===== src/swgc_pkg.sv =====
package swgc_pkg;

  // register map
  localparam int          SWGC_ADDR_W       = 12;
  localparam int          SWGC_DATA_W       = 32;
  localparam int          SWGC_BE_W         = 4;
  localparam int          SWGC_DEVNUM_W     = 5;
  localparam logic [11:0] SWGC_CTRL_OFFSET  = 12'h000;

  // field positions inside switch_control
  localparam int SWGC_HOLD_BIT   = 2;
  localparam int SWGC_UNLOCK_BIT = 3;
  localparam int SWGC_PWRUL_BIT  = 4;
  localparam int SWGC_DNC_LO     = 9;
  localparam int SWGC_DNC_HI     = 10;
  localparam int SWGC_BYTE0      = 0;
  localparam int SWGC_BYTE1      = 1;

  // reset values; reset_hold is replaced by the strap right after release
  localparam logic       SWGC_HOLD_RST   = 1'b0;
  localparam logic       SWGC_UNLOCK_RST = 1'b0;
  localparam logic       SWGC_PWRUL_RST  = 1'b0;
  localparam logic [1:0] SWGC_DNC_RST    = 2'h0;

  typedef enum logic [1:0] {
    SWGC_DNC_ALL  = 2'h0,
    SWGC_DNC_CFG  = 2'h1,
    SWGC_DNC_NONE = 2'h2,
    SWGC_DNC_RSVD = 2'h3
  } swgc_dnc_mode_t;

  // gray along capture -> load -> hold -> run
  typedef enum logic [1:0] {
    SWGC_SEQ_CAPTURE = 2'b00,
    SWGC_SEQ_LOAD    = 2'b01,
    SWGC_SEQ_HOLD    = 2'b11,
    SWGC_SEQ_RUN     = 2'b10
  } swgc_seq_state_t;

  typedef struct packed {
    logic                     wrEn;
    logic                     rdEn;
    logic                     fromSmbus;
    logic [SWGC_ADDR_W-1:0]   addr;
    logic [SWGC_DATA_W-1:0]   wrData;
    logic [SWGC_BE_W-1:0]     byteEn;
  } swgc_reg_req_t;

  typedef struct packed {
    logic                     valid;
    logic                     idRouted;
    logic                     isConfig;
    logic                     onLinkBus;
    logic [SWGC_DEVNUM_W-1:0] devNum;
  } swgc_tlp_info_t;

  typedef struct packed {
    logic           resetHold;
    logic           writeUnlock;
    logic           powerBudgetUnlock;
    swgc_dnc_mode_t dncMode;
  } swgc_ctrl_t;

endpackage


===== src/swgc_control.sv =====
`timescale 1ns/1ps
//Operation
// - While reset_hold (bit 2) is set, all switch logic except the slave SMBus interface stays in quasi-reset.
// - During the hold state, register initialization writes from the slave SMBus interface are accepted.
// - Clearing reset_hold lets the switch leave quasi-reset and start normal operation.
// - Once the fundamental reset sequence has completed, writing reset_hold has no effect on operation.
// - On the first cycle after reset is released, reset_hold is loaded from the reset-hold strap of the boot configuration vector.
// - While register_write_unlock (bit 3) is set, lock-protected fields take written values.
// - While register_write_unlock is clear, lock-protected fields are read-only and ignore writes.
// - register_write_unlock resets to 0 but is set during the reset sequence so the EEPROM loader can write.
// - power_budget_unlock (bit 4), itself lock-protected, makes all power budget data registers writable.
// - With device_number_check_mode 0, ID-routed TLPs to a link bus with nonzero device number are blocked.
// - With device_number_check_mode 1, only such configuration requests are blocked.
// - With device_number_check_mode 2, all TLPs are delivered whatever their device number.
module swgc_control (
  // clock and reset
  input  wire logic                    clock,
  input  wire logic                    reset,
  // register access
  input  swgc_pkg::swgc_reg_req_t      regReq,
  output logic [31:0]                  rdData_r,
  output logic                         rdValid_r,
  // boot configuration and loader
  input  wire logic                    bootResetHold,
  input  wire logic                    eepromLoadDone,
  // control state to the switch
  output swgc_pkg::swgc_ctrl_t         ctrl_r,
  output swgc_pkg::swgc_seq_state_t    seqState,
  output logic                         coreQuasiReset,
  // downstream device number filter
  input  swgc_pkg::swgc_tlp_info_t     tlpIn,
  output logic                         tlpVerdictValid,
  output logic                         tlpBlock
);
  import swgc_pkg::*;

  swgc_ctrl_t  ctrl_nxt;
  logic [31:0] rdData_nxt;
  logic        rdValid_nxt;
  logic        hitCtrl;
  logic        wrAllowed;
  logic        capturing;

  swgc_reset_seq u_seq (
    .clock        (clock),
    .reset        (reset),
    .holdBit      (ctrl_r.resetHold),
    .loadDone     (eepromLoadDone),
    .state_r      (seqState),
    .quasiReset_r (coreQuasiReset)
  );

  swgc_dev_filter u_filter (
    .clock        (clock),
    .reset        (reset),
    .mode         (ctrl_r.dncMode),
    .quiesce      (coreQuasiReset),
    .tlp          (tlpIn),
    .blockValid_r (tlpVerdictValid),
    .block_r      (tlpBlock)
  );

  // reserved bits stay zero in the read image
  function automatic logic [31:0] packCtrl(swgc_ctrl_t c);
    logic [31:0] w;
    w                              = 32'h0000_0000;
    w[SWGC_HOLD_BIT]               = c.resetHold;
    w[SWGC_UNLOCK_BIT]             = c.writeUnlock;
    w[SWGC_PWRUL_BIT]              = c.powerBudgetUnlock;
    w[SWGC_DNC_HI:SWGC_DNC_LO]     = c.dncMode;
    packCtrl                       = w;
  endfunction

  always_comb begin
    hitCtrl   = (regReq.addr == SWGC_CTRL_OFFSET);
    capturing = (seqState == SWGC_SEQ_CAPTURE);
    // core side is quiet in quasi-reset, so only the SMBus slave gets through
    wrAllowed = regReq.wrEn && hitCtrl && (regReq.fromSmbus || !coreQuasiReset);
    ctrl_nxt  = ctrl_r;
    if (capturing) begin
      ctrl_nxt.resetHold   = bootResetHold;
      ctrl_nxt.writeUnlock = 1'b1;
    end else if (wrAllowed) begin
      if (regReq.byteEn[SWGC_BYTE0]) begin
        ctrl_nxt.resetHold   = regReq.wrData[SWGC_HOLD_BIT];
        ctrl_nxt.writeUnlock = regReq.wrData[SWGC_UNLOCK_BIT];
        if (ctrl_r.writeUnlock) begin
          ctrl_nxt.powerBudgetUnlock = regReq.wrData[SWGC_PWRUL_BIT];
        end
      end
      if (regReq.byteEn[SWGC_BYTE1]) begin
        ctrl_nxt.dncMode = swgc_dnc_mode_t'(regReq.wrData[SWGC_DNC_HI:SWGC_DNC_LO]);
      end
    end
  end

  always_comb begin
    rdValid_nxt = regReq.rdEn;
    // unmapped offsets answer zero
    rdData_nxt  = (regReq.rdEn && hitCtrl) ? packCtrl(ctrl_r) : 32'h0000_0000;
  end

  always_ff @(posedge clock or posedge reset) begin
    if (reset) begin
      ctrl_r.resetHold         <= SWGC_HOLD_RST;
      ctrl_r.writeUnlock       <= SWGC_UNLOCK_RST;
      ctrl_r.powerBudgetUnlock <= SWGC_PWRUL_RST;
      ctrl_r.dncMode           <= swgc_dnc_mode_t'(SWGC_DNC_RST);
      rdData_r                 <= 32'h0000_0000;
      rdValid_r                <= 1'b0;
    end else begin
      ctrl_r    <= ctrl_nxt;
      rdData_r  <= rdData_nxt;
      rdValid_r <= rdValid_nxt;
    end
  end

  logic ctrlWrite;
  logic nonZeroTarget;
  assign ctrlWrite     = regReq.wrEn && hitCtrl && !capturing;
  assign nonZeroTarget = tlpIn.valid && tlpIn.idRouted && tlpIn.onLinkBus && (tlpIn.devNum != '0);
endmodule // swgc_control


===== src/swgc_reset_seq.sv =====
`timescale 1ns/1ps
module swgc_reset_seq (
  // clock and reset
  input  wire logic                   clock,
  input  wire logic                   reset,
  // sequence inputs
  input  wire logic                   holdBit,
  input  wire logic                   loadDone,
  // sequence state
  output swgc_pkg::swgc_seq_state_t   state_r,
  output logic                        quasiReset_r
);
  import swgc_pkg::*;

  swgc_seq_state_t state_nxt;
  logic            quasiReset_nxt;

  always_comb begin
    state_nxt = state_r;
    case (state_r)
      SWGC_SEQ_CAPTURE: state_nxt = SWGC_SEQ_LOAD;
      SWGC_SEQ_LOAD:    if (loadDone) state_nxt = SWGC_SEQ_HOLD;
      SWGC_SEQ_HOLD:    if (!holdBit) state_nxt = SWGC_SEQ_RUN;
      SWGC_SEQ_RUN:     state_nxt = SWGC_SEQ_RUN;  // bit no longer matters
      default:          state_nxt = SWGC_SEQ_CAPTURE;
    endcase
    quasiReset_nxt = (state_nxt != SWGC_SEQ_RUN);
  end

  always_ff @(posedge clock or posedge reset) begin
    if (reset) begin
      state_r      <= SWGC_SEQ_CAPTURE;
      quasiReset_r <= 1'b1;
    end else begin
      state_r      <= state_nxt;
      quasiReset_r <= quasiReset_nxt;
    end
  end

endmodule // swgc_reset_seq


===== src/swgc_dev_filter.sv =====
`timescale 1ns/1ps
module swgc_dev_filter (
  // clock and reset
  input  wire logic                clock,
  input  wire logic                reset,
  // control
  input  swgc_pkg::swgc_dnc_mode_t mode,
  input  wire logic                quiesce,
  // packet descriptor and verdict
  input  swgc_pkg::swgc_tlp_info_t tlp,
  output logic                     blockValid_r,
  output logic                     block_r
);
  import swgc_pkg::*;

  logic blockValid_nxt;
  logic block_nxt;

  function automatic logic mustBlock(swgc_dnc_mode_t m, swgc_tlp_info_t t);
    logic nonZero;
    nonZero = t.idRouted && t.onLinkBus && (t.devNum != '0);
    case (m)
      SWGC_DNC_ALL:  mustBlock = nonZero;
      SWGC_DNC_CFG:  mustBlock = nonZero && t.isConfig;
      SWGC_DNC_NONE: mustBlock = 1'b0;
      // reserved code: fail safe by filtering as strictly as possible
      default:       mustBlock = nonZero;
    endcase
  endfunction

  always_comb begin
    blockValid_nxt = tlp.valid && !quiesce;
    block_nxt      = blockValid_nxt && mustBlock(mode, tlp);
  end

  always_ff @(posedge clock or posedge reset) begin
    if (reset) begin
      blockValid_r <= 1'b0;
      block_r      <= 1'b0;
    end else begin
      blockValid_r <= blockValid_nxt;
      block_r      <= block_nxt;
    end
  end

endmodule // swgc_dev_filter


===== config.mk =====
export PLATFORM = sky130hd
export DESIGN_NAME = swgc_control
export DESIGN_NICKNAME = d
export VERILOG_FILES = /design/src/swgc_pkg.sv /design/src/swgc_control.sv /design/src/swgc_reset_seq.sv /design/src/swgc_dev_filter.sv
export SDC_FILE = /design/constraint.sdc
export NUM_CORES = 1
export LEC_CHECK = 0
export BUFFER_PORTS_ARGS = -buffer_cell sky130_fd_sc_hd__buf_4
export CAP_MARGIN = 20
export CORE_MARGIN = 2
export CORE_UTILIZATION = 36
export DETAILED_ROUTE_END_ITERATION = 10
export PLACE_DENSITY = 0.86
export SLEW_MARGIN = 15
export SYNTH_ARGS = -nofsm -noshare
export SYNTH_HDL_FRONTEND = slang
export SYNTH_SLANG_ARGS = --single-unit

===== constraint.sdc =====
create_clock -name clock -period 1.9 [get_ports clock]
set_input_delay 0.095 -clock clock [delete_from_list [all_inputs] [get_ports clock]]
set_output_delay 0.095 -clock clock [all_outputs]
set_load 0.005 [all_outputs]

# Word-level counts from Yosys, hierarchy flattened
# Index checks and enable logic that the tools add are counted.
dict set report totals {
  ff_bits 22
  out_inout_bits 43
  wordCells 45
}
dict set report classes {
  n_eq_ne 6
  muxes 10
  n_bitwise 1
  n_reduce_logical 18
}
# op count
set op_table {}
lappend op_table {{logical NOT 12 bit} 1}
lappend op_table {{2-to-1 mux 11 bit} 1}
lappend op_table {{logical AND 1 bit} 8}
lappend op_table {{2-to-1 mux 2 bit} 4}
lappend op_table {{case mux 2 bit (4 select lines)} 1}
lappend op_table {{== test 2 bit (second input constant)} 3}
lappend op_table {{2-to-1 mux 5 bit} 1}
lappend op_table {{nonzero test 5 bit} 1}
lappend op_table {{== test 2 x 1 -> 1 bit (second input constant)} 2}
lappend op_table {{AND reduction 4 bit} 1}
lappend op_table {{nonzero test 2 bit} 2}
lappend op_table {{2-to-1 mux 3 bit} 1}
lappend op_table {{AND reduction 3 bit} 1}
lappend op_table {{logical NOT 2 bit} 1}
lappend op_table {{!= test 2 bit (second input constant)} 1}
lappend op_table {{case mux 1 bit (2 select lines)} 1}
lappend op_table {{AND reduction 2 bit} 1}
lappend op_table {{logical NOT 1 bit} 1}
lappend op_table {{logical OR 1 bit} 1}
lappend op_table {{2-to-1 mux 1 bit} 1}
lappend op_table {{NOT 1 bit} 1}

# Longest topological paths before layout
# Gate-level depths: netlist of the first run.
dict set report depth {
  word_depth 5
  depth_mapped 5
  depth_no_buf 4
}

# Modules after synthesis
# Synthesis of the first run repeated with hierarchy kept, for this count alone.
dict set report hier_totals {
  hier_cells 89
  hier_area_um2 957.2
}
# mod n_inst cells_per_inst area_each_um2 seq_area_each_um2
set modules_own_cells {}
lappend modules_own_cells {swgc_control 1 71 738.2 275.3}
lappend modules_own_cells {swgc_dev_filter 1 11 110.1 50.0}
lappend modules_own_cells {swgc_reset_seq 1 7 108.9 76.3}

# Worst setup path after synthesis of the first run
# Ideal clock, no wire load.
dict set report synth_path {
  path_kind {register to register}
  from {register u_seq.quasiReset_r}
  to {register ctrl_r[0] (netlist bit)}
  arrival_time_ps 1180
  required_time_ps 1775
  path_slack_ps 595
  path_stages_with_launch 5
  n_path_buf 0
  period_less_slack_ps 1305
  cell_sequence {dfstp_2 > nand2b_1 > and2_1 > nand4_4 > mux2_4}
}
dict set report synth_between {
  elab_chain_cells 4
}
# element line_no
set synth_lines {}
lappend synth_lines {{start: declaration} swgc_reset_seq.sv:11} ;# output logic quasiReset_r
lappend synth_lines {{start signal: assignment} swgc_reset_seq.sv:36} ;# quasiReset_r <= quasiReset_nxt;
lappend synth_lines {{logical NOT 1 bit} swgc_control.sv:78} ;# wrAllowed = regReq.wrEn && hitCtrl && (regReq.fromSmbus || !coreQuasiReset);
lappend synth_lines {{logical OR 1 bit} swgc_control.sv:78}
lappend synth_lines {{logical AND 1 bit} swgc_control.sv:78}
lappend synth_lines {{AND reduction 3 bit (no source line)} -}
lappend synth_lines {{end signal: assignment} swgc_control.sv:112} ;# ctrl_r <= ctrl_nxt;
lappend synth_lines {{end: declaration} swgc_control.sv:27} ;# output swgc_pkg::swgc_ctrl_t ctrl_r,
# Every way passes these cells.
# A chain may end at the register's enable or synchronous reset.

# Worst setup path in the final report of the first run
dict set report layout_path {
  from {register u_seq.state_r[1]}
  to {register ctrl_r[2] (netlist bit)}
}
dict set report layout_between {
  elab_chain_cells 3
}
# element line_no
set layout_lines {}
lappend layout_lines {{start: declaration} swgc_reset_seq.sv:10} ;# output swgc_pkg::swgc_seq_state_t state_r,
lappend layout_lines {{start signal: assignment} swgc_reset_seq.sv:35} ;# state_r <= state_nxt;
lappend layout_lines {{logical NOT 2 bit} swgc_control.sv:76} ;# capturing = (seqState == SWGC_SEQ_CAPTURE);
lappend layout_lines {{NOT 1 bit (no source line)} -}
lappend layout_lines {{AND reduction 4 bit (no source line)} -}
# Every way passes these cells.

==> summary.txt, run 1 <==
Outcome
  – Outcome: finished, final reports clean

STA
  – Final slew viol count: 0
  – Fin Clk Skew: 0.006983 ns
  – Fin Setup TNS: 0 ns
  – Hold Violations, Final: 0
  – Final setup viols: 0
  – Fin crit share: 0.7226
  – Slew margin rel.: 0.6130
  – RSZ-0062 raised after global routing: false
  – Min Tclk post-route: roughly 1.4 ns
  – Slew of the pin with the lowest slew margin: around 0.58 ns
  – F_max: between 700 and 800 MHz

Clocking
  – Max H-tree Level: 1
  – Clock Latency Late Sink: 0.27 ns
  – Resize count post-CTS: 0
  – CTS Root Cell: clkbuf_4
  – CTS buffer count: 3
  – Worst-path clk slew: 0.09 ns
  – CTS sink cnt: 16
  – CTS tree: done
  – Longest Clk Path Bufs: 2

Global route
  – GRT Util Overall: 0.1083
  – Initial antenna violation count: 0
  – Largest net degree at the start of global routing: 17
  – GRT Residual Overflow: 0
  – Vias in the first global route: about 570
  – First-pass GRT wire length: between 2000 and 2500 um

Place
  – GPL Wtd Cong: approximately 0.76
  – DP HPWL: approximately 1600 um
  – Port Buffers: 50

Drt
  – Vias: 751
  – Remaining DRCs: 0
  – WL/cell: 10.98 um
  – Met2 routed WL: 942 um
  – Met3 wire len: about 260 um
  – Met1 wire length: 642 um
  – Drt first pass iters: 4
  – Routed WL: between 1500 and 2000 um
  – Via/cell ratio: 4.418
  – Iter 0 DRT Violations: 3
  – Uppermost layer routed: met4
  – Antenna Nets Post-Route: 0

Final layout
  – Diode count: 0
  – Share of layout cells above drive strength 1: 0.4786
  – Nets: between 200 and 250
  – Synthesis-to-layout area growth: 36.22%

Floorplanning
  – Die ar.: ~3000 um^2
  – Rows: 18
  – Die height: between 50 and 60 um
  – Core Area: roughly 2500 um^2
  – Initial Util: 0.3772
  – Die width: 54.72 um
  – IO Count: approximately 110

Setup path
  – Critical path cell sequence: or2_2 -> nand3_1 -> nor3_1 -> mux2_2
  – Crit path max-delay family: simple AND/OR/NAND/NOR gates
  – Nature of the critical path endpoint: register
  – Type of origin of the critical path: register
  – WP buf/inv: 0
  – Setup CP Type: register to register
  – CP Max Fanout: 5
  – Crit-path max cell delay: around 0.41 ns
  – Worst Path Required: 2.07 ns
  – Worst path slowest cell: dfrtp_1
  – Critical path data arrival time: between 1.5 and 2 ns

Min path
  – Hold Path Class: input port to register

Power
  – Pleak: between 0.6 and 0.7 nW
  – Power density over the cells: between 500 and 600 nW/um^2
  – Max VDD drop: between 300 and 400 uV
  – Overall power: ~740 uW

Yosys
  – Yosys reg bits: 16
  – Mapped Area: 925.9 um^2
  – Synth cell types: 27
  – Synth Warn #: 0
  – Syn Area/Cell: ~11 um^2
  – Mapped Cells: 87
  – Post-synthesis sequential area ratio: 0.4338
  – Multiplexer share of the synthesized area: 0.04459
  – Xor/xnor share of the synthesized area: 0
  – Adder-Cell Fraction of Synth Area: 0.01351
  – Largest family of logic cells by synthesized area: buffers and inverters
  – Synth Area in Compound Gates: 0.03649
  – Synth Area in Simple Gates: 0.2162

Job
  – Max Cap Viol: 0
## metal layers
metal / global-route usage / up-vias
met3: 0.01913 / 2
li1: - / 346
met4: 0.05417 / 0
met2: 0.2004 / 60
met5: 0 / -
met1: 0.1158 / 343
## per-stage QoR
stage | cell area, um^2 | cells | utilization | hold slack (ns) | setup WS [ns]
global placement | 1215 | 164 | 0.4949 | 0.1753 | 0.4415
global route | 1261 | 170 | 0.5138 | 0.01695 | 0.4588
CTS | 1261 | 170 | 0.5138 | 0.01918 | 0.5154
detailed placement | 1215 | 164 | 0.4949 | 0.1971 | 0.4114
finish | 1261 | 170 | 0.5138 | 0.02757 | 0.5270
floorplan | 1023 | 113 | - | 0.008024 | 0.5952
## report_power, final
group          switching [mW]  internal, mW
clock network          0.0927        0.0811
logic                  0.0715        0.0994
registers              0.0274         0.372
total                   0.192         0.553
## cell type report
cell class / count / area, um^2
multi-input combinational: 65 / 389.1
sequential: 16 / 401.6
fill: 217 / 1194
tap: 30 / 37.54
clock buffer: 4 / 26.28
timing repair buffer: 52 / 395.4
inverter: 3 / 11.26
## cell usage in the layout, fill, tap and decap left out, types with 3 or more instances in the layout
cell type / Yosys / layout
and3_2: 5 / 5
buf_4: 28 / 50
clkbuf_4: 0 / 3
conb_1: 1 / 27
dfrtp_1: 15 / 15
inv_1: 3 / 3
nand2_1: 4 / 4
nand3_1: 4 / 4
nor4_2: 3 / 3
## sequential cells by signal, indices dropped and copies added, names as in the netlist
register / cells
u_seq.state_r: 2
u_filter.block_r: 1
u_seq.quasiReset_r: 1
rdData_r: 5
u_filter.blockValid_r: 1
rdValid_r: 1
ctrl_r: 5
## cells by family after synthesis
kind of cell,Yosys count
other,1
AO/OA/AOI/OAI,5
flip-flops,16
adder cells (fa/ha/maj),1
buffers and inverters,32
multiplexers,3
AND/OR/NAND/NOR,29
## cells in the mapped netlist
cell,instances,area share
buf_4,28,0.23
dfrtp_1,15,0.41
and3_2,5,0.041
nand2_1,4,0.016
nand3_1,4,0.022
inv_1,3,0.012
nor4_2,3,0.041
mux2_4,2,0.032
nand4_1,2,0.014
nor2_1,2,0.0081
nor3_1,2,0.011
o31ai_1,2,0.016
a21o_1,1,0.0081
a21oi_1,1,0.0054
a31oi_1,1,0.0068
and2_1,1,0.0068
and3_1,1,0.0068
buf_6,1,0.012
conb_1,1,0.0041
dfstp_2,1,0.028
ha_1,1,0.014
mux2_2,1,0.012
nand2b_1,1,0.0068
nand4_4,1,0.023
nor2b_1,1,0.0068
or2_2,1,0.0068
or4_1,1,0.0081
## final timing paths
| check | to | cells after the start | startpoint | slack [ns] |
|---|---|---|---|---|
| setup / recovery | ctrl_r[2]$_DFFE_PP0P_ | 4 | u_seq.state_r[1]$_DFF_PP0_ | 0.53 |
| hold / removal | u_seq.state_r[1]$_DFF_PP0_ | 2 | eepromLoadDone | 0.03 |
| setup reg to reg | ctrl_r[2]$_DFFE_PP0P_ | 4 | u_seq.state_r[1]$_DFF_PP0_ | 0.53 |
| hold reg to reg | u_seq.quasiReset_r$_DFF_PP1_ | 1 | u_seq.state_r[1]$_DFF_PP0_ | 0.49 |
| max in group asynchronous | u_filter.blockValid_r$_DFF_PP0_ | 3 | reset | 1.08 |
| min in group asynchronous | rdData_r[3]$_DFF_PP0_ | 3 | reset | 0.43 |
## repair_timing
action                    CTS  global route
hold buffers                2             0
buffers inserted            0             0
hold endpoints to repair   16             0
Power figures use the tool's default switching activity.
==> inputs of run 2 (changes only) <==
--- a/config.mk
+++ b/config.mk
@@ -8,9 +8,9 @@
 export BUFFER_PORTS_ARGS = -buffer_cell sky130_fd_sc_hd__buf_4
 export CAP_MARGIN = 20
 export CORE_MARGIN = 2
-export CORE_UTILIZATION = 36
+export CORE_UTILIZATION = 33
 export DETAILED_ROUTE_END_ITERATION = 10
-export PLACE_DENSITY = 0.86
+export PLACE_DENSITY = 0.79
 export SLEW_MARGIN = 15
 export SYNTH_ARGS = -nofsm -noshare
 export SYNTH_HDL_FRONTEND = slang
==> constraint.sdc (replaced) <==
create_clock -name clock -period 1.4 [get_ports clock]
set_input_delay 0.07 -clock clock [delete_from_list [all_inputs] [get_ports clock]]
set_output_delay 0.07 -clock clock [all_outputs]
set_load 0.005 [all_outputs]
==> run 2 against run 1 <==
  * Critical path depth is the same
  * Critical path type unchanged
  * First-iteration DRC count grew 130%
  * Clock skew shrank 0.0048 ns
  * Global-route usage grew 1.6 points
  * Die area grew 8.4%
  * Utilization shrank 2.9 points
==> summary.txt, run 2 (same netlist as run 1, synthesis figures left out) <==
Power
  – Overall power: 1.092 mW (was 744.5 uW)
  – Sw Ratio: 0.2549 (was 0.2574)
  – Max VDD drop: 552.9 uV (was 331.6 uV)
  – Gate power share: 0.234 (was 0.230)
  – Power share of the clock group: 0.272 (was 0.233)
  – Internal power: 813.4 uW (was 552.9 uW)
  – Pleak: 0.7198 nW (was 0.6881 nW)
  – Flop pwr share: 0.494 (was 0.537)
  – Power density over the cells: 830.2 nW/um^2 (was 590.3 nW/um^2)
  – NetSw: 278.3 uW (was 191.6 uW)

Setup path
  – Reg2reg setup slack: 0.07 ns (was 0.53 ns)
  – Crit path from: u_seq.quasiReset_r$_DFF_PP1_ (was u_seq.state_r[1]$_DFF_PP0_)
  – Type of origin of the critical path: register (unchanged)
  – Setup CP Type: register to register (unchanged)
  – R2r worst-path depth: 4 (unchanged)
  – Critical path data arrival time: 1.51 ns (was 1.54 ns)
  – Crit path to: ctrl_r[1]$_DFFE_PP0P_ (was ctrl_r[2]$_DFFE_PP0P_)
  – Reg-to-reg startpoint: u_seq.quasiReset_r$_DFF_PP1_ (was u_seq.state_r[1]$_DFF_PP0_)
  – Worst reg2reg path endpoint: ctrl_r[1]$_DFFE_PP0P_ (was ctrl_r[2]$_DFFE_PP0P_)
  – CP Max Fanout: 3 (was 5)
  – Nature of the critical path endpoint: register (unchanged)
  – Worst Path Required: 1.57 ns (was 2.07 ns)

Final layout
  – Final std cells w/o fill: 176 (was 170)
  – Commonest non-fill, non-tap cells in the layout: buf_4 (54), conb_1 (27), dfrtp_1 (15), and3_2 (5) (was buf_4 (50), conb_1 (27), dfrtp_1 (15), and3_2 (5))
  – Layout Utilization: 0.4852 (was 0.5138)
  – Diode count: 0 (unchanged)
  – Nets: 211 (was 206)
  – Synthesis-to-layout area growth: 42.03% (was 36.22%)
  – Leading cell type in the layout, fill and taps excluded: buf_4 (unchanged)
  – Largest registers: ctrl_r (5), rdData_r (5), u_seq.state_r (2) (unchanged)
  – Share of layout cells above drive strength 1: 0.5034 (was 0.4786)

Drt
  – Routed WL: 1984 um (was 1867 um)
  – Via/cell ratio: 4.347 (was 4.418)
  – Vias: 765 (was 751)
  – Remaining DRCs: 0 (unchanged)
  – WL/cell: 11.27 um (was 10.98 um)
  – Drt first pass iters: 4 (unchanged)
  – Antenna Nets Post-Route: 0 (unchanged)
  – Iter 0 DRT Violations: 7 (was 3)

Place
  – Port Buffers: 50 (unchanged)
  – Cells after DPL: 168 (was 164)
  – DP HPWL: 1608 um (was 1571 um)
  – GPL Wtd Cong: 0.7491 (was 0.7612)

STA
  – Fin Setup TNS: 0 ns (unchanged)
  – Slew of the pin with the lowest slew margin: 0.5814 ns (was 0.5798 ns)
  – Final setup viols: 0 (unchanged)
  – F_max: 750.1 MHz (was 728.3 MHz)
  – RSZ-0062 raised after global routing: false (unchanged)
  – Final slew viol count: 0 (unchanged)
  – Min Hold Slack: 0.01472 ns (was 0.02757 ns)
  – Min Tclk post-route: 1.333 ns (was 1.373 ns)
  – Slew margin rel.: 0.6120 (was 0.6130)
  – Fin crit share: 0.9522 (was 0.7226)
  – Fin Clk Skew: 0.002217 ns (was 0.006983 ns)
  – Hold Violations, Final: 0 (unchanged)

Clocking
  – Clock Latency Late Sink: 0.28 ns (was 0.27 ns)
  – Max H-tree Level: 1 (unchanged)
  – Worst-path clk slew: 0.09 ns (about the same)
  – CTS buffer count: 3 (unchanged)
  – Longest Clk Path Bufs: 2 (unchanged)
  – CTS Root Cell: clkbuf_4 (unchanged)
  – CTS sink cnt: 16 (unchanged)
  – CTS tree: done (unchanged)

Global route
  – GRT Residual Overflow: 0 (unchanged)
  – GRT Util Overall: 0.1246 (was 0.1083)
  – Vias in the first global route: 764 (was 569)
  – Initial antenna violation count: 0 (unchanged)
  – First-pass GRT wire length: 3139 um (was 2304 um)
  – Largest net degree at the start of global routing: 17 (unchanged)

Min path
  – Hold Path Class: input port to register (unchanged)

Floorplanning
  – Rows: 19 (was 18)
  – Die width: 56.97 um (was 54.72 um)
  – IO Count: 107 (unchanged)
  – Core Area: 2710 um^2 (was 2455 um^2)
  – Initial Util: 0.3416 (was 0.3772)
  – Die ar.: 3246 um^2 (was 2994 um^2)
  – Die height: 56.97 um (was 54.72 um)

Outcome
  – Outcome: finished, final reports clean (unchanged)

Job
  – Max Cap Viol: 0 (unchanged)
## run 2: cell count changes in the layout (fill, tap and decap cells not counted), sizes merged
cell / change
buf: +4
dlygate4sd3: +1
## run 2: power groups by stage
stage          Clock (mW)  Sequential (mW)  Combinational [mW]
5_1_grt             0.320            0.546               0.282
3_3_place_gp            0            0.547               0.237
6_report            0.297            0.539               0.256
2_1_floorplan           0            0.542               0.151
3_5_place_dp            0            0.549               0.242
4_1_cts             0.307            0.541               0.251
## run 2: how the worst min path moves through the flow
stage | end | from | cells past startpoint | slack [ns]
2_1_floorplan | ctrl_r[0]$_DFFE_PP0P_ | reset | 1 | -0.02
3_3_place_gp | rdValid_r$_DFF_PP0_ | reset | 2 | 0.15
3_5_place_dp | rdData_r[4]$_DFF_PP0_ | reset | 2 | 0.17
4_1_cts | ctrl_r[0]$_DFFE_PP0P_ | regReq[13] | 2 | 0.004
5_1_grt | ctrl_r[0]$_DFFE_PP0P_ | regReq[13] | 2 | 0.01
6_report | ctrl_r[0]$_DFFE_PP0P_ | regReq[13] | 2 | 0.01
## run 2: per-stage QoR
stage	area [um^2]	setup WS [ns]
floorplan	1023	0.09518
global placement	1239	0.03282
detailed placement	1239	0.03647
CTS	1305	0.01883
global route	1315	0.02359
finish	1315	0.06693
## run 2: what timing repair did
item / CTS / global route
endpoints found under the setup margin: 0 / 3
hold buffers: 3 / 0
hold endpoints to repair: 17 / 0
buffers inserted: 0 / 1
resized for setup: 0 / 1
## run 2: per-layer routing
metal | share of wire | global-route usage | vias to the layer above
li1 | - | - | 358
met1 | 0.35 | 0.1236 | 351
met2 | 0.51 | 0.2381 | 54
met3 | 0.14 | 0.02494 | 2
met4 | 0.0086 | 0.06977 | 0
met5 | 0 | 0 | -
## run 2: cell type report
class | count | area (um^2)
well taps | 31 | 38.79
inverters | 3 | 11.26
multi-input cells | 65 | 391.6
flip-flops and latches | 16 | 401.6
fillers | 242 | 1395
clock buffers | 4 | 36.28
repair buffers | 57 | 435.4
## run 2: worst max-delay path, stage by stage (launching register included)
cell      delay, ns
dfstp_2        0.55
nand2b_1       0.09
and2_4         0.19
nand4_4        0.10
mux2_4         0.30
==> inputs of run 3 (changes only) <==
--- a/config.mk
+++ b/config.mk
@@ -8,9 +8,9 @@
 export BUFFER_PORTS_ARGS = -buffer_cell sky130_fd_sc_hd__buf_4
 export CAP_MARGIN = 20
 export CORE_MARGIN = 2
-export CORE_UTILIZATION = 33
+export CORE_UTILIZATION = 30
 export DETAILED_ROUTE_END_ITERATION = 10
-export PLACE_DENSITY = 0.79
+export PLACE_DENSITY = 0.76
 export SLEW_MARGIN = 15
 export SYNTH_ARGS = -nofsm -noshare
 export SYNTH_HDL_FRONTEND = slang
==> constraint.sdc (replaced) <==
create_clock -name clock -period 1.2 [get_ports clock]
set_input_delay 0.06 -clock clock [delete_from_list [all_inputs] [get_ports clock]]
set_output_delay 0.06 -clock clock [all_outputs]
set_load 0.005 [all_outputs]
==> run 3 against run 2 <==
  * The run now ends with setup timing left
  * Worst setup slack worse by 0.12 ns
  * Register-to-register slack worse by 0.12 ns
  * Global-route usage fell by 1.2 points
  * Die area rose by 9.3%
  * Sequential power is 17% higher
  * Via count is 2.7% higher
  * Critical path depth is the same
  * Final cell count rose by 5.7%
  * Clock skew rose by 0.0010 ns
  * Routed wire length increased by 2.9%
  * Clock power up 17%
  * Worst hold slack got worse by 0.00089 ns
==> summary.txt, run 3 (same netlist as run 1, synthesis figures left out) <==
Setup path
  – Setup CP Type: register to register (unchanged)
  – Reg2reg setup slack: -0.05 ns (was 0.07 ns)
  – Worst reg2reg path endpoint: ctrl_r[0]$_DFFE_PP0P_ (was ctrl_r[1]$_DFFE_PP0P_)
  – Critical path cell sequence: nand2b_4 -> and2_4 -> nand4_4 -> mux2_4 (was nand2b_1 -> and2_4 -> nand4_4 -> mux2_4)
  – Crit-path max cell delay: 0.56 ns (was 0.55 ns)
  – Critical path data arrival time: 1.42 ns (was 1.51 ns)
  – Worst path slowest cell: dfstp_2 (unchanged)
  – Worst Path Required: 1.37 ns (was 1.57 ns)
  – R2r worst-path depth: 4 (unchanged)
  – Nature of the critical path endpoint: register (unchanged)
  – CP Max Fanout: 2 (was 3)
  – Type of origin of the critical path: register (unchanged)
  – Reg-to-reg startpoint: u_seq.quasiReset_r$_DFF_PP1_ (unchanged)

Power
  – Max VDD drop: 332.8 uV (was 552.9 uV)
  – Power share of the clock group: 0.261 (was 0.272)
  – Power density over the cells: 941.1 nW/um^2 (was 830.2 nW/um^2)
  – Flop pwr share: 0.476 (was 0.494)
  – Gate power share: 0.263 (was 0.234)
  – Sw Ratio: 0.2576 (was 0.2549)
  – Pleak: 0.7667 nW (was 0.7198 nW)
  – NetSw: 342.1 uW (was 278.3 uW)
  – Internal power: 986.1 uW (was 813.4 uW)

Floorplanning
  – Initial Util: 0.3083 (was 0.3416)
  – Die height: 59.56 um (was 56.97 um)
  – Die ar.: 3547 um^2 (was 3246 um^2)
  – IO Count: 107 (unchanged)
  – Rows: 20 (was 19)
  – Die width: 59.56 um (was 56.97 um)
  – Core Area: 3003 um^2 (was 2710 um^2)

Global route
  – First-pass GRT wire length: 2953 um (was 3139 um)
  – Largest net degree at the start of global routing: 17 (unchanged)
  – GRT Residual Overflow: 0 (unchanged)
  – Vias in the first global route: 681 (was 764)
  – GRT Util Overall: 0.1125 (was 0.1246)
  – Initial antenna violation count: 0 (unchanged)

Final layout
  – Share of layout cells above drive strength 1: 0.5359 (was 0.5034)
  – # fillers: 264 (was 242)
  – Diode count: 0 (unchanged)
  – Layout Utilization: 0.4700 (was 0.4852)
  – Commonest non-fill, non-tap cells in the layout: buf_4 (59), conb_1 (27), dfrtp_1 (15), dlygate4sd3_1 (6), and3_2 (5) (was buf_4 (54), conb_1 (27), dfrtp_1 (15), and3_2 (5))
  – Leading cell type in the layout, fill and taps excluded: buf_4 (unchanged)
  – Nets: 219 (was 211)
  – Synthesis-to-layout area growth: 52.43% (was 42.03%)
  – Largest registers: ctrl_r (5), rdData_r (5), u_seq.state_r (2) (unchanged)
  – Footprint of the multi-input gates: 417.9 um^2 (was 391.6 um^2)
  – Final std cells w/o fill: 186 (was 176)
  – Storage cell area: 401.6 um^2 (unchanged)

Outcome
  – Failing checks: setup timing
  – Outcome: complete, but fails checks (was finished, final reports clean)

Drt
  – WL/cell: 10.97 um (was 11.27 um)
  – Via/cell ratio: 4.226 (was 4.347)
  – Drt first pass iters: 4 (unchanged)
  – Remaining DRCs: 0 (unchanged)
  – Routed WL: 2041 um (was 1984 um)
  – Iter 0 DRT Violations: 10 (was 7)
  – Vias: 786 (was 765)
  – Antenna Nets Post-Route: 0 (unchanged)

Job
  – Max Cap Viol: 0 (unchanged)

STA
  – Slew of the pin with the lowest slew margin: 0.5805 ns (was 0.5814 ns)
  – Setup ws final: -0.05072 ns (was 0.06693 ns)
  – Fin crit share: 1.042 (was 0.9522)
  – Final slew viol count: 0 (unchanged)
  – Min Tclk post-route: 1.251 ns (was 1.333 ns)
  – RSZ-0062 raised after global routing: true (was false)
  – Slew margin rel.: 0.6126 (was 0.6120)
  – F_max: 799.5 MHz (was 750.1 MHz)
  – Final setup viols: 2 (was 0)
  – Fin Clk Skew: 0.003265 ns (was 0.002217 ns)
  – Hold Violations, Final: 0 (unchanged)

Clocking
  – CTS buffer count: 3 (unchanged)
  – Worst-path clk slew: 0.09 ns (about the same)
  – Max H-tree Level: 1 (unchanged)
  – CTS Root Cell: clkbuf_4 (unchanged)
  – CTS tree: done (unchanged)
  – CTS sink cnt: 16 (unchanged)
  – Longest Clk Path Bufs: 2 (unchanged)
  – Clock Latency Late Sink: 0.28 ns (about the same)

Place
  – GPL Wtd Cong: 0.7247 (was 0.7491)
  – Port Buffers: 50 (unchanged)
  – DP HPWL: 1719 um (was 1608 um)
  – Cells after DPL: 174 (was 168)

Min path
  – Hold Path Class: input port to register (unchanged)
  – Hold endpoint: u_filter.block_r$_DFF_PP0_ (was ctrl_r[0]$_DFFE_PP0P_)
  – Hold path depth: 3 (was 2)
  – Hold Crit Start: tlpIn[5] (was regReq[13])
-- run 3: layer usage --
layer  up-vias  share of wire  track usage
met2        57           0.51       0.2088
li1        374              -            -
met4         0          0.017      0.05714
met1       352           0.36       0.1215
met3         3           0.11      0.01747
met5         -              0            0
-- run 3: worst max-delay path by stage --
stage,start,to,depth (start not counted)
final,u_seq.quasiReset_r$_DFF_PP1_,ctrl_r[0]$_DFFE_PP0P_,4
after floorplan,u_seq.quasiReset_r$_DFF_PP1_,ctrl_r[0]$_DFFE_PP0P_,4
after global placement,regReq[37],ctrl_r[0]$_DFFE_PP0P_,5
after global routing,u_seq.quasiReset_r$_DFF_PP1_,ctrl_r[0]$_DFFE_PP0P_,4
after detailed placement,regReq[37],ctrl_r[0]$_DFFE_PP0P_,5
after CTS,u_seq.quasiReset_r$_DFF_PP1_,ctrl_r[0]$_DFFE_PP0P_,4
-- run 3: through the flow --
step	cell area [um^2]	power, mW	setup slack [ns]	hold slack [ns]	setup TNS (ns)
final	1411	1.328	-0.05072	0.01383	-0.09576
after global routing	1411	1.402	-0.08637	0.01876	-0.2001
after detailed placement	1290	0.9623	-0.1230	0.1591	-0.4821
after CTS	1384	1.331	-0.06443	0.003107	-0.1217
after global placement	1290	0.9506	-0.07355	0.1364	-0.2334
after floorplan	1042	0.8169	-0.02101	-0.02698	-0.05977
-- run 3: layout make-up --
type / count / share of cell area
clock buffer: 4 / 0.02571
inverter: 3 / 0.007979
multi-input combinational: 65 / 0.2961
sequential: 16 / 0.2846
tap: 33 / 0.02926
timing repair buffer: 65 / 0.3564
-- run 3: repair_timing --
action,CTS,global route
pin swaps,1,6
resized for setup,0,2
buffers inserted,1,1
hold buffers,5,1
hold endpoints to repair,19,1
setup endpoints to repair,3,5
-- run 3: power groups by stage --
stage	Clock, mW	Combinational, mW	Sequential [mW]
floorplan	0	0.184	0.633
global placement	0	0.313	0.637
detailed placement	0	0.323	0.639
CTS	0.362	0.340	0.629
global route	0.380	0.382	0.639
finish	0.347	0.349	0.632
-- run 3: worst max-delay path: cells and delay by family (launching register included) --
kind / cells / cell delay, ns
and+or+nand+nor: 3 / 0.28
DFF: 1 / 0.56
muxes: 1 / 0.30
